`config.mk`:
```
export PLATFORM = sky130hd
export DESIGN_NAME = vfb_ctrl
export DESIGN_NICKNAME = d
export VERILOG_FILES = /design/src/hw/vfb_fifo.v /design/src/hw/vfb_ctrl.v
export VERILOG_INCLUDE_DIRS = /design/src /design/src/hw
export SDC_FILE = /design/constraint.sdc
export NUM_CORES = 2
export LEC_CHECK = 0
export BUFFER_PORTS_ARGS = -buffer_cell sky130_fd_sc_hd__buf_2
export CORE_MARGIN = 5
export CORE_UTILIZATION = 55
export DETAILED_ROUTE_END_ITERATION = 7
export PLACE_DENSITY = 0.75
export SYNTH_ARGS = -nofsm -noshare
export SYNTH_HDL_FRONTEND = slang
export SYNTH_SLANG_ARGS = --single-unit
```
`constraint.sdc`:
```
create_clock -name clk -period 7.6 [get_ports clk]
set_input_delay 0.38 -clock clk [delete_from_list [all_inputs] [get_ports clk]]
set_output_delay 0.38 -clock clk [all_outputs]
set_load 0.02 [all_outputs]
```
`src/hw/vfb_map.vh`:
```
// vfb_map.vh: constants for the frame-buffer memory controller
// assumes inclusion by bare name from the design files
`ifndef VFB_MAP_VH
`define VFB_MAP_VH
`define VFB_ADDR_W 17
`define VFB_ROW_W 9
`define VFB_COL_LSB 0
`define VFB_ROW_LSB 8
`define VFB_PIX_PER_ROW 2048
`define VFB_PIX_PER_ACCESS 8
`define VFB_DATA_W 64
`define VFB_PRECHARGE_CYC 3
`define VFB_FIFO_DEPTH 16
`define VFB_SER_HALF_CYC 4
`endif

```
`src/hw/vfb_fifo.v`:
```
// vfb_fifo.v: synchronous fifo for read and write requests
// assumes one clock and a synchronous active-low reset
`timescale 1ns/1ps
`default_nettype none
module vfb_fifo #(
    parameter WIDTH = 8,
    parameter DEPTH = 16,
    parameter AW = 4
) (
    input wire clk,
    input wire rst_n,
    input wire inValid,
    output wire inReady,
    input wire [WIDTH-1:0] inData,
    output wire outValid,
    input wire outReady,
    output wire [WIDTH-1:0] outData
);
    reg [WIDTH-1:0] mem [0:DEPTH-1];
    reg [AW:0] wrPtr_r;
    reg [AW:0] rdPtr_r;
    wire empty = (wrPtr_r == rdPtr_r);
    wire full = (wrPtr_r[AW-1:0] == rdPtr_r[AW-1:0]) && (wrPtr_r[AW] != rdPtr_r[AW]);
    assign inReady = !full;
    assign outValid = !empty;
    assign outData = mem[rdPtr_r[AW-1:0]];
    always @(posedge clk) begin
        if (inValid && !full)
            mem[wrPtr_r[AW-1:0]] <= inData;
    end
    always @(posedge clk) begin
        if (!rst_n) begin
            wrPtr_r <= {(AW+1){1'b0}};
            rdPtr_r <= {(AW+1){1'b0}};
        end else begin
            if (inValid && !full)
                wrPtr_r <= wrPtr_r + {{AW{1'b0}}, 1'b1};
            if (outReady && !empty)
                rdPtr_r <= rdPtr_r + {{AW{1'b0}}, 1'b1};
        end
    end
endmodule
`default_nettype wire

```
`src/hw/vfb_ctrl.v`:
```
// vfb_ctrl.v: frame-buffer memory controller driving eight 128k x 8 video memories
// assumes requests in the 50 MHz clock domain; memory pins are registered outputs
`timescale 1ns/1ps
`default_nettype none
`include "vfb_map.vh"
// Notes on behaviour
// - The address spans one megabyte of eight 128k-by-8 chips, one 1152x900 buffer.
// - Each access drives column strobe, row strobe, eight pixel write enables and address.
// - Eight pixels move per access over a 64-bit bus of eight byte lanes.
// - One nine-bit address bus is shared by all memory chips.
// - The address bus carries the row first and the column after it.
// - A new memory row begins every 2048 pixels.
// - A random access presents both a row and a column address.
// - Same-row consecutive accesses use fast page, giving only a new column.
// - A row change costs three more cycles than a fast-page access.
module vfb_ctrl #(
    parameter ADDR_W = `VFB_ADDR_W,
    parameter DATA_W = `VFB_DATA_W,
    parameter FIFO_DEPTH = `VFB_FIFO_DEPTH
) (
    input wire clk,
    input wire rst_n,
    input wire reqValid,
    output wire reqReady,
    input wire reqWrite,
    input wire [ADDR_W-1:0] reqAddr,
    input wire [7:0] reqPixMask,
    input wire [DATA_W-1:0] reqData,
    output reg rdValid,
    output reg [DATA_W-1:0] rdData,
    input wire serialStart,
    output reg serialBusy,
    output reg [8:0] mem_addr_mux,
    output reg row_strobe_n,
    output reg col_strobe_n,
    output reg [7:0] pixWriteEn_n,
    output reg outEn_n,
    input wire [DATA_W-1:0] pixelDataIn,
    output reg [DATA_W-1:0] pixel_data_bus,
    output reg pixelDataOe,
    output reg serial_out_en_lo,
    output reg serial_out_en_hi
);
    localparam ST_IDLE = 3'd0;
    localparam ST_PRE = 3'd1;
    localparam ST_ROW = 3'd2;
    localparam ST_COL = 3'd3;
    localparam ST_DATA = 3'd4;
    localparam ST_END = 3'd5;
    localparam REQ_W = 1 + ADDR_W + 8 + DATA_W;
    localparam FIFO_AW = $clog2(FIFO_DEPTH);
    localparam ROW_LSB = `VFB_ROW_LSB;
    localparam LANES = `VFB_PIX_PER_ACCESS;
    // precharge spans the two ST_PRE cycles and the ST_ROW cycle
    localparam [1:0] PRE_LAST = `VFB_PRECHARGE_CYC - 2;
    // each serial enable stands for a fixed count; no refresh is interleaved
    localparam [2:0] SER_LAST = `VFB_SER_HALF_CYC - 1;
    function isIdle(input [2:0] st);
        isIdle = (st == ST_IDLE);
    endfunction
    wire fValid;
    wire fReady;
    wire [REQ_W-1:0] fData;
    vfb_fifo #(.WIDTH(REQ_W), .DEPTH(FIFO_DEPTH), .AW(FIFO_AW)) reqFifo (
        .clk(clk),
        .rst_n(rst_n),
        .inValid(reqValid),
        .inReady(reqReady),
        .inData({reqWrite, reqAddr, reqPixMask, reqData}),
        .outValid(fValid),
        .outReady(fReady),
        .outData(fData)
    );
    wire fWrite = fData[REQ_W-1];
    wire [ADDR_W-1:0] fAddr = fData[REQ_W-2 -: ADDR_W];
    wire [7:0] fMask = fData[DATA_W+7 -: 8];
    wire [DATA_W-1:0] fWdata = fData[DATA_W-1:0];
    // addr counts 8-pixel words: low 8 bits column, upper 9 bits row (2048 pixels per row)
    wire [8:0] fRow = fAddr[ROW_LSB +: 9];
    wire [7:0] fCol = fAddr[ROW_LSB-1:0];
    reg [2:0] state_r;
    reg [8:0] openRow_r;
    reg rowOpen_r;
    reg [1:0] cnt_r;
    reg curWrite_r;
    reg [7:0] curCol_r;
    reg [7:0] curMask_r;
    reg [DATA_W-1:0] curData_r;
    // lane i carries pixel i, so each lane's enable follows its own mask bit
    wire [LANES-1:0] laneWe_n;
    genvar g;
    generate
        for (g = 0; g < LANES; g = g + 1) begin : gLane
            assign laneWe_n[g] = ~(curWrite_r & curMask_r[g]);
        end
    endgenerate
    wire pageHit = rowOpen_r && (openRow_r == fRow);
    // pop on entry so the fifo can refill while the memory cycle runs
    // a waiting serial transfer takes the idle slot first; held high it stalls requests
    wire serialGo = serialStart && isIdle(state_r) && !serialBusy;
    assign fReady = isIdle(state_r) && !serialBusy && !serialStart;
    always @(posedge clk) begin
        if (!rst_n) begin
            state_r <= ST_IDLE;
            openRow_r <= 9'h000;
            rowOpen_r <= 1'b0;
            cnt_r <= 2'h0;
            curWrite_r <= 1'b0;
            curCol_r <= 8'h00;
            curMask_r <= 8'hff;
            curData_r <= {DATA_W{1'b0}};
            mem_addr_mux <= 9'h000;
            row_strobe_n <= 1'b1;
            col_strobe_n <= 1'b1;
            pixWriteEn_n <= 8'hff;
            outEn_n <= 1'b1;
            pixel_data_bus <= {DATA_W{1'b0}};
            pixelDataOe <= 1'b0;
            rdValid <= 1'b0;
            rdData <= {DATA_W{1'b0}};
        end else begin
            rdValid <= 1'b0;
            case (state_r)
                ST_IDLE: begin
                    col_strobe_n <= 1'b1;
                    pixWriteEn_n <= 8'hff;
                    outEn_n <= 1'b1;
                    pixelDataOe <= 1'b0;
                    if (fValid && fReady) begin
                        curWrite_r <= fWrite;
                        curCol_r <= fCol;
                        curMask_r <= fMask;
                        curData_r <= fWdata;
                        if (pageHit) begin
                            state_r <= ST_COL;
                        end else begin
                            // close old row and precharge: three extra cycles
                            row_strobe_n <= 1'b1;
                            openRow_r <= fRow;
                            rowOpen_r <= 1'b1;
                            cnt_r <= 2'h0;
                            state_r <= ST_PRE;
                        end
                    end
                end
                ST_PRE: begin
                    mem_addr_mux <= openRow_r;
                    cnt_r <= cnt_r + 2'h1;
                    if (cnt_r == PRE_LAST) begin
                        state_r <= ST_ROW;
                    end
                end
                ST_ROW: begin
                    // memory latches row on this fall; enables update plane mask
                    row_strobe_n <= 1'b0;
                    pixWriteEn_n <= 8'h00;
                    state_r <= ST_COL;
                end
                ST_COL: begin
                    pixWriteEn_n <= 8'hff;
                    mem_addr_mux <= {1'b0, curCol_r};
                    pixel_data_bus <= curData_r;
                    pixelDataOe <= curWrite_r;
                    outEn_n <= curWrite_r;
                    state_r <= ST_DATA;
                end
                ST_DATA: begin
                    col_strobe_n <= 1'b0;
                    pixWriteEn_n <= laneWe_n;
                    state_r <= ST_END;
                end
                ST_END: begin
                    if (!curWrite_r) begin
                        rdData <= pixelDataIn;
                        rdValid <= 1'b1;
                    end
                    col_strobe_n <= 1'b1;
                    pixWriteEn_n <= 8'hff;
                    outEn_n <= 1'b1;
                    state_r <= ST_IDLE;
                end
                default: state_r <= ST_IDLE;
            endcase
        end
    end
    // serial transfer: low group for pixels 0..3, then high group for 4..7
    reg [2:0] serCnt_r;
    reg serPhase_r;
    always @(posedge clk) begin
        if (!rst_n) begin
            serialBusy <= 1'b0;
            serCnt_r <= 3'h0;
            serPhase_r <= 1'b0;
            serial_out_en_lo <= 1'b0;
            serial_out_en_hi <= 1'b0;
        end else if (!serialBusy) begin
            if (serialGo) begin
                serialBusy <= 1'b1;
                serPhase_r <= 1'b0;
                serCnt_r <= 3'h0;
                serial_out_en_lo <= 1'b1;
            end
        end else begin
            serCnt_r <= serCnt_r + 3'h1;
            if (serCnt_r == SER_LAST) begin
                serCnt_r <= 3'h0;
                if (!serPhase_r) begin
                    serPhase_r <= 1'b1;
                    serial_out_en_lo <= 1'b0;
                    serial_out_en_hi <= 1'b1;
                end else begin
                    serial_out_en_hi <= 1'b0;
                    serialBusy <= 1'b0;
                end
            end
        end
    end
endmodule
`default_nettype wire

```
# == Word level (Yosys, flattened, before mapping) ==
# Memory sizes are Yosys's and may differ from the RTL's. A register that Yosys moved wholly into a read port is not among the register bits.
# Cells that the tools add are included.
# classes
add_sub_neg,4
n_eq_ne,16
mux,34
bitwise_logic,18
reduce_logical,33
# op_table
cell,count
one-hot mux 8 bit (3 select lines),1
one-hot mux 9 bit (2 select lines),1
2-to-1 mux 1 bit,16
2-to-1 mux 3 bit,5
one-hot mux 3 bit (5 select lines),1
nonzero test 2 bit,7
AND reduction 2 bit,6
AND reduction 3 bit,4
"adder 5 x 1 -> 5 bit, second input constant",2
NOT 1 bit,10
"equality test 3 x 2 -> 1 bit, second input constant",3
equality test 9 bit,1
bitwise AND 1 bit,8
logical AND 1 bit,8
2-to-1 mux 4 bit,2
one-hot mux 1 bit (2 select lines),4
"equality test 3 bit, second input constant",2
2-to-1 mux 2 bit,3
"!= test 2 bit, second input constant",3
equality test 5 bit,1
equality test 4 bit,1
logical NOT 1 bit,4
"!= test 2 x 1 -> 1 bit, second input constant",2
one-hot mux 2 bit (2 select lines),1
9 further kinds,9
# word_totals
reg_bits,263
ram_bits,1440
in_bits,158
output_inout_bits,154
wordCells,130
n_memories,1
# mem_list
name,depth,width,rd,rd_clocked_by_memory_dff,write_ports,line_no,text
reqFifo.mem,16,90,1,1,1,vfb_fifo.v:19,reg [WIDTH-1:0] mem [0:DEPTH-1];

# == Logic depth before layout (Yosys ltp) ==
# depth
depth_word,6
mapped_depth,11
depth_no_buf,7

# == Modules after synthesis ==
# Synthesis repeated with hierarchy kept, for this count alone.
# hier_totals
cells_unflattened,3257
hier_area_um2,64204.1
# by_module_without_submodules
mod,instances,cells_per_inst,area_each_um2
vfb_fifo,1,2098,54836.3
vfb_ctrl,1,1159,9367.7

# == Worst setup path after synthesis ==
# No wires, ideal clock.
# synth_path
kind,reg2reg
start,register reqFifo.wrPtr_r[2]
end,"memory reqFifo.mem[3][0] in the netlist's numbering, enable pin"
arrival_ps,7703
required_ps,6951
slack_ps,-751
path_stages_with_launch,9
synth_period_minus_slack_ps,8351
cell_sequence,dfxtp_1 -> clkbuf_1 -> xor2_1 -> nor4_1 -> nand2b_1 -> and2_1 -> clkbuf_1 -> nand2_1 -> nor3_1
# synth_via
elab_chain_cells,6
# synth_rtl
element,line_no,text
"start, declared",vfb_fifo.v:20,reg [AW:0] wrPtr_r;
"start signal, assigned",vfb_fifo.v:33,wrPtr_r <= {(AW+1){1'b0}};
"start signal, assigned",vfb_fifo.v:37,"wrPtr_r <= wrPtr_r + {{AW{1'b0}}, 1'b1};"
equality test 4 bit,vfb_fifo.v:23,wire full = (wrPtr_r[AW-1:0] == rdPtr_r[AW-1:0]) && (wrPtr_r[AW] != rdPtr_r[AW]);
logical AND 1 bit,vfb_fifo.v:23,
logical NOT 1 bit,-,
via reqReady,vfb_ctrl.v:24,"output wire reqReady,"
logical AND 1 bit,vfb_fifo.v:28,if (inValid && !full)
2-to-1 mux 1 bit,vfb_fifo.v:28,
2-to-1 mux 1 bit (not written as such),vfb_fifo.v:29,mem[wrPtr_r[AW-1:0]] <= inData;
"end, declared",vfb_fifo.v:19,
# The timed path passes the listed nets, and every way through them passes these cells.

==> results.cfg <==
[clock_network]
cts-root-buf = clkbuf_16
insertion_delay_ns = 0.76
cts_resized = 0
cts_tree = built
clkTransAtPathRegs_ns = 0.06
postCtsSetupRepairBufs = 0
cts_buffers = 162
clockBufferDepth = 3
clock_sinks = 1707
htree_levels = 4

[floorplan]
io_pins = 312
core.rowCount = 125
chipWidth_um = 351
initial_utilization_pct = 55.2
die_y_um = 351
core-area_mm2 = 0.116
dieArea_mm2 = 0.123

[sta]
min_period_over_period_pct = 57.9
final_max_slew_viol_count = 0
fmax_ghz = 0.227
min_period_ns = 4.40
final-hold-violation-count = 0
slew_headroom_pct = 13.9
setup_viol = 0
rsz0062_at_grt = false
worstMarginPinSlew_ns = 1.28
finClkSkew_ns = 0.0196
whs_ns = 0.121

[synth]
synthDominantCellAreaShare_pct = 67.7
synthTopCellsByCount = edfxtp_1 (1440), nand2_1 (473), mux4_2 (439)
syn_area_mm2 = 0.0639
synthDistinctLibCells = 48
async_reset_ff_share_pct = 0
ys.warnings.count = 0
synth_cells = 3295
synthTopCellsByArea = edfxtp_1 (68%), mux4_2 (15%), dfxtp_1 (8.4%)
synth-seq-cells = 1707
yosysSeqAreaShare_pct = 76.0
synth_most_common_cell = edfxtp_1
synth-edff-count = 1440
syn_area_per_cell_um2 = 19.4
synthesis.nets = 3460
synthFlopType = edfxtp_1
yosysTopAreaCell = edfxtp_1

[detailed_routing]
wire_per_inst_um = 27.7
ant_nets = 0
routed_via_density = 6.14
vias = 33400
drc = 0
wl_mm = 150
first_iter_violations = 3756
dr.pass1.iters = 7

[setup_path]
crit_path_end_kind = flip-flop
cp_cell_sequence = buf_4 > mux4_2 > xnor2_1 > nor3_1 > a2111oi_4 > o2111ai_2 > or3_1 > a221o_1
slowest_stage = dfxtp_4
worstPathRequired_ns = 8.23
worstSetupPathType = flip-flop to flip-flop
slowest_delay_ns = 1.02
crit_arrival_ns = 5.03
r2r_cells = 8
worstPathMaxFanout = 63
start_kind = flip-flop

[run]
cap_violations = 0

[cells_and_area]
nFillCells = 7541
area.growth.synth_to_final_pct = 16.0
drive_gt1_share_pct = 27.1
fin_nets = 3933
multi_input_area_mm2 = 0.0146
seq_area_mm2 = 0.0486
utilization_pct = 64.0

[global_route]
grt_max_degree = 140
overflow = 0
grt_pass1_wl_mm = 221
antenna_found_initial = 13
grt_usage_pct = 24.4
grt_pass1_vias = 33700

[power_and_ir_drop]
ir_drop_mv = 0.169
power.leakage_nw = 23.5
p_per_area_mw_per_mm2 = 268

[placement]
portBuffers = 311
dp_hpwl_mm = 73.6
gp_congestion = 0.759

[min_path]
min_path_cells = 2
hp-class = input port to flip-flop

[outcome]
status = finished clean
-- state kept, by name (all words and copies together), names as in the netlist, 5 cells and up, named ones only --
signal,cells
curCol_r,8
pixWriteEn_n,8
openRow_r,9
mem_addr_mux,9
rdData,64
pixel_data_bus,64
curData_r,64
reqFifo.rdPtr_r,5
reqFifo.mem,1440
curMask_r,8
reqFifo.wrPtr_r,5
-- per-layer routing --
metal	global-route usage, %	vias up	wire (um)	share of wire [%]
li1	-	14100	-	-
met1	33.6	17300	58400	39
met2	40.7	1685	74900	50
met3	4.76	242	13500	9.0
met4	6.60	12	3560	2.4
met5	0	-	82	0.055
-- logic make-up (layout without fill, tap and decap cells) --
group / after synthesis / count (layout) / share of synthesized area [%]
mux: 467 / 467 / 15.9
other cells: 0 / 7 / 0
fa+ha+maj: 7 / 7 / 0.137
simple gates: 588 / 588 / 3.69
compound gates: 288 / 288 / 2.55
flops: 1707 / 1707 / 76.0
buf+inv: 208 / 814 / 1.27
xor+xnor: 30 / 30 / 0.411
-- through the flow --
step	worst slack [ns]	setup TNS, ns	cell area (um2)	std cells	total power [mW]
after floorplan	-0.710	-191.52	63900	3295	11.6
after global placement	3.24	0	67300	4973	12.0
after detailed placement	3.19	0	67300	4973	12.1
after CTS	3.16	0	74100	5425	20.0
after global routing	3.01	0	74100	5425	20.5
final	3.20	0	74100	5432	19.8
-- power breakdown --
group	leakage, nW	internal [mW]	switching (mW)
Combinational	5.73	0.723	0.791
Sequential	15.2	10.3	0.119
Clock	2.56	4.56	3.32
Total	23.5	15.6	4.23
-- critical path: cells and delay by family (launching register included) --
kind	cells	cell delay [ns]
xor+xnor	1	0.18
buf+inv	1	0.67
simple gates	2	0.65
flops	1	1.02
mux	1	0.61
compound gates	3	1.11
-- final cells by class --
class	instances	area share (%)
diodes	7	0.0236
clock buffers	228	6.26
clock inverters	69	0.792
inverters	9	0.0557
multi-input cells	1380	19.8
flip-flops and latches	1707	65.6
well taps	1524	2.57
repair buffers	508	4.94
-- timing repair --
action                                  CTS  global route
setup endpoints to repair                 0             0
endpoints found under the hold margin  1504             0
hold buffers                            155             0
-- final timing paths --
kind / from / end / slack, ns
setup / recovery: flip-flop / row_strobe_n / 3.20
hold / removal: rst_n / outEn_n / 0.12
setup reg to reg: flip-flop / row_strobe_n / 3.20
hold reg to reg: rdData[50] / rdData[50] / 0.45
-- cell usage in the layout (no fill, tap or decap), drive strengths merged, types with 19 or more instances in the layout --
cell and count:
a211oi 19, a21oi 218, buf 353, clkbuf 228, clkinv 52, dfxtp 267, dlygate4sd3 155, edfxtp 1440
mux2i 28, mux4 439, nand2 473, nor2 52
Power figures use the tool's default switching activity.
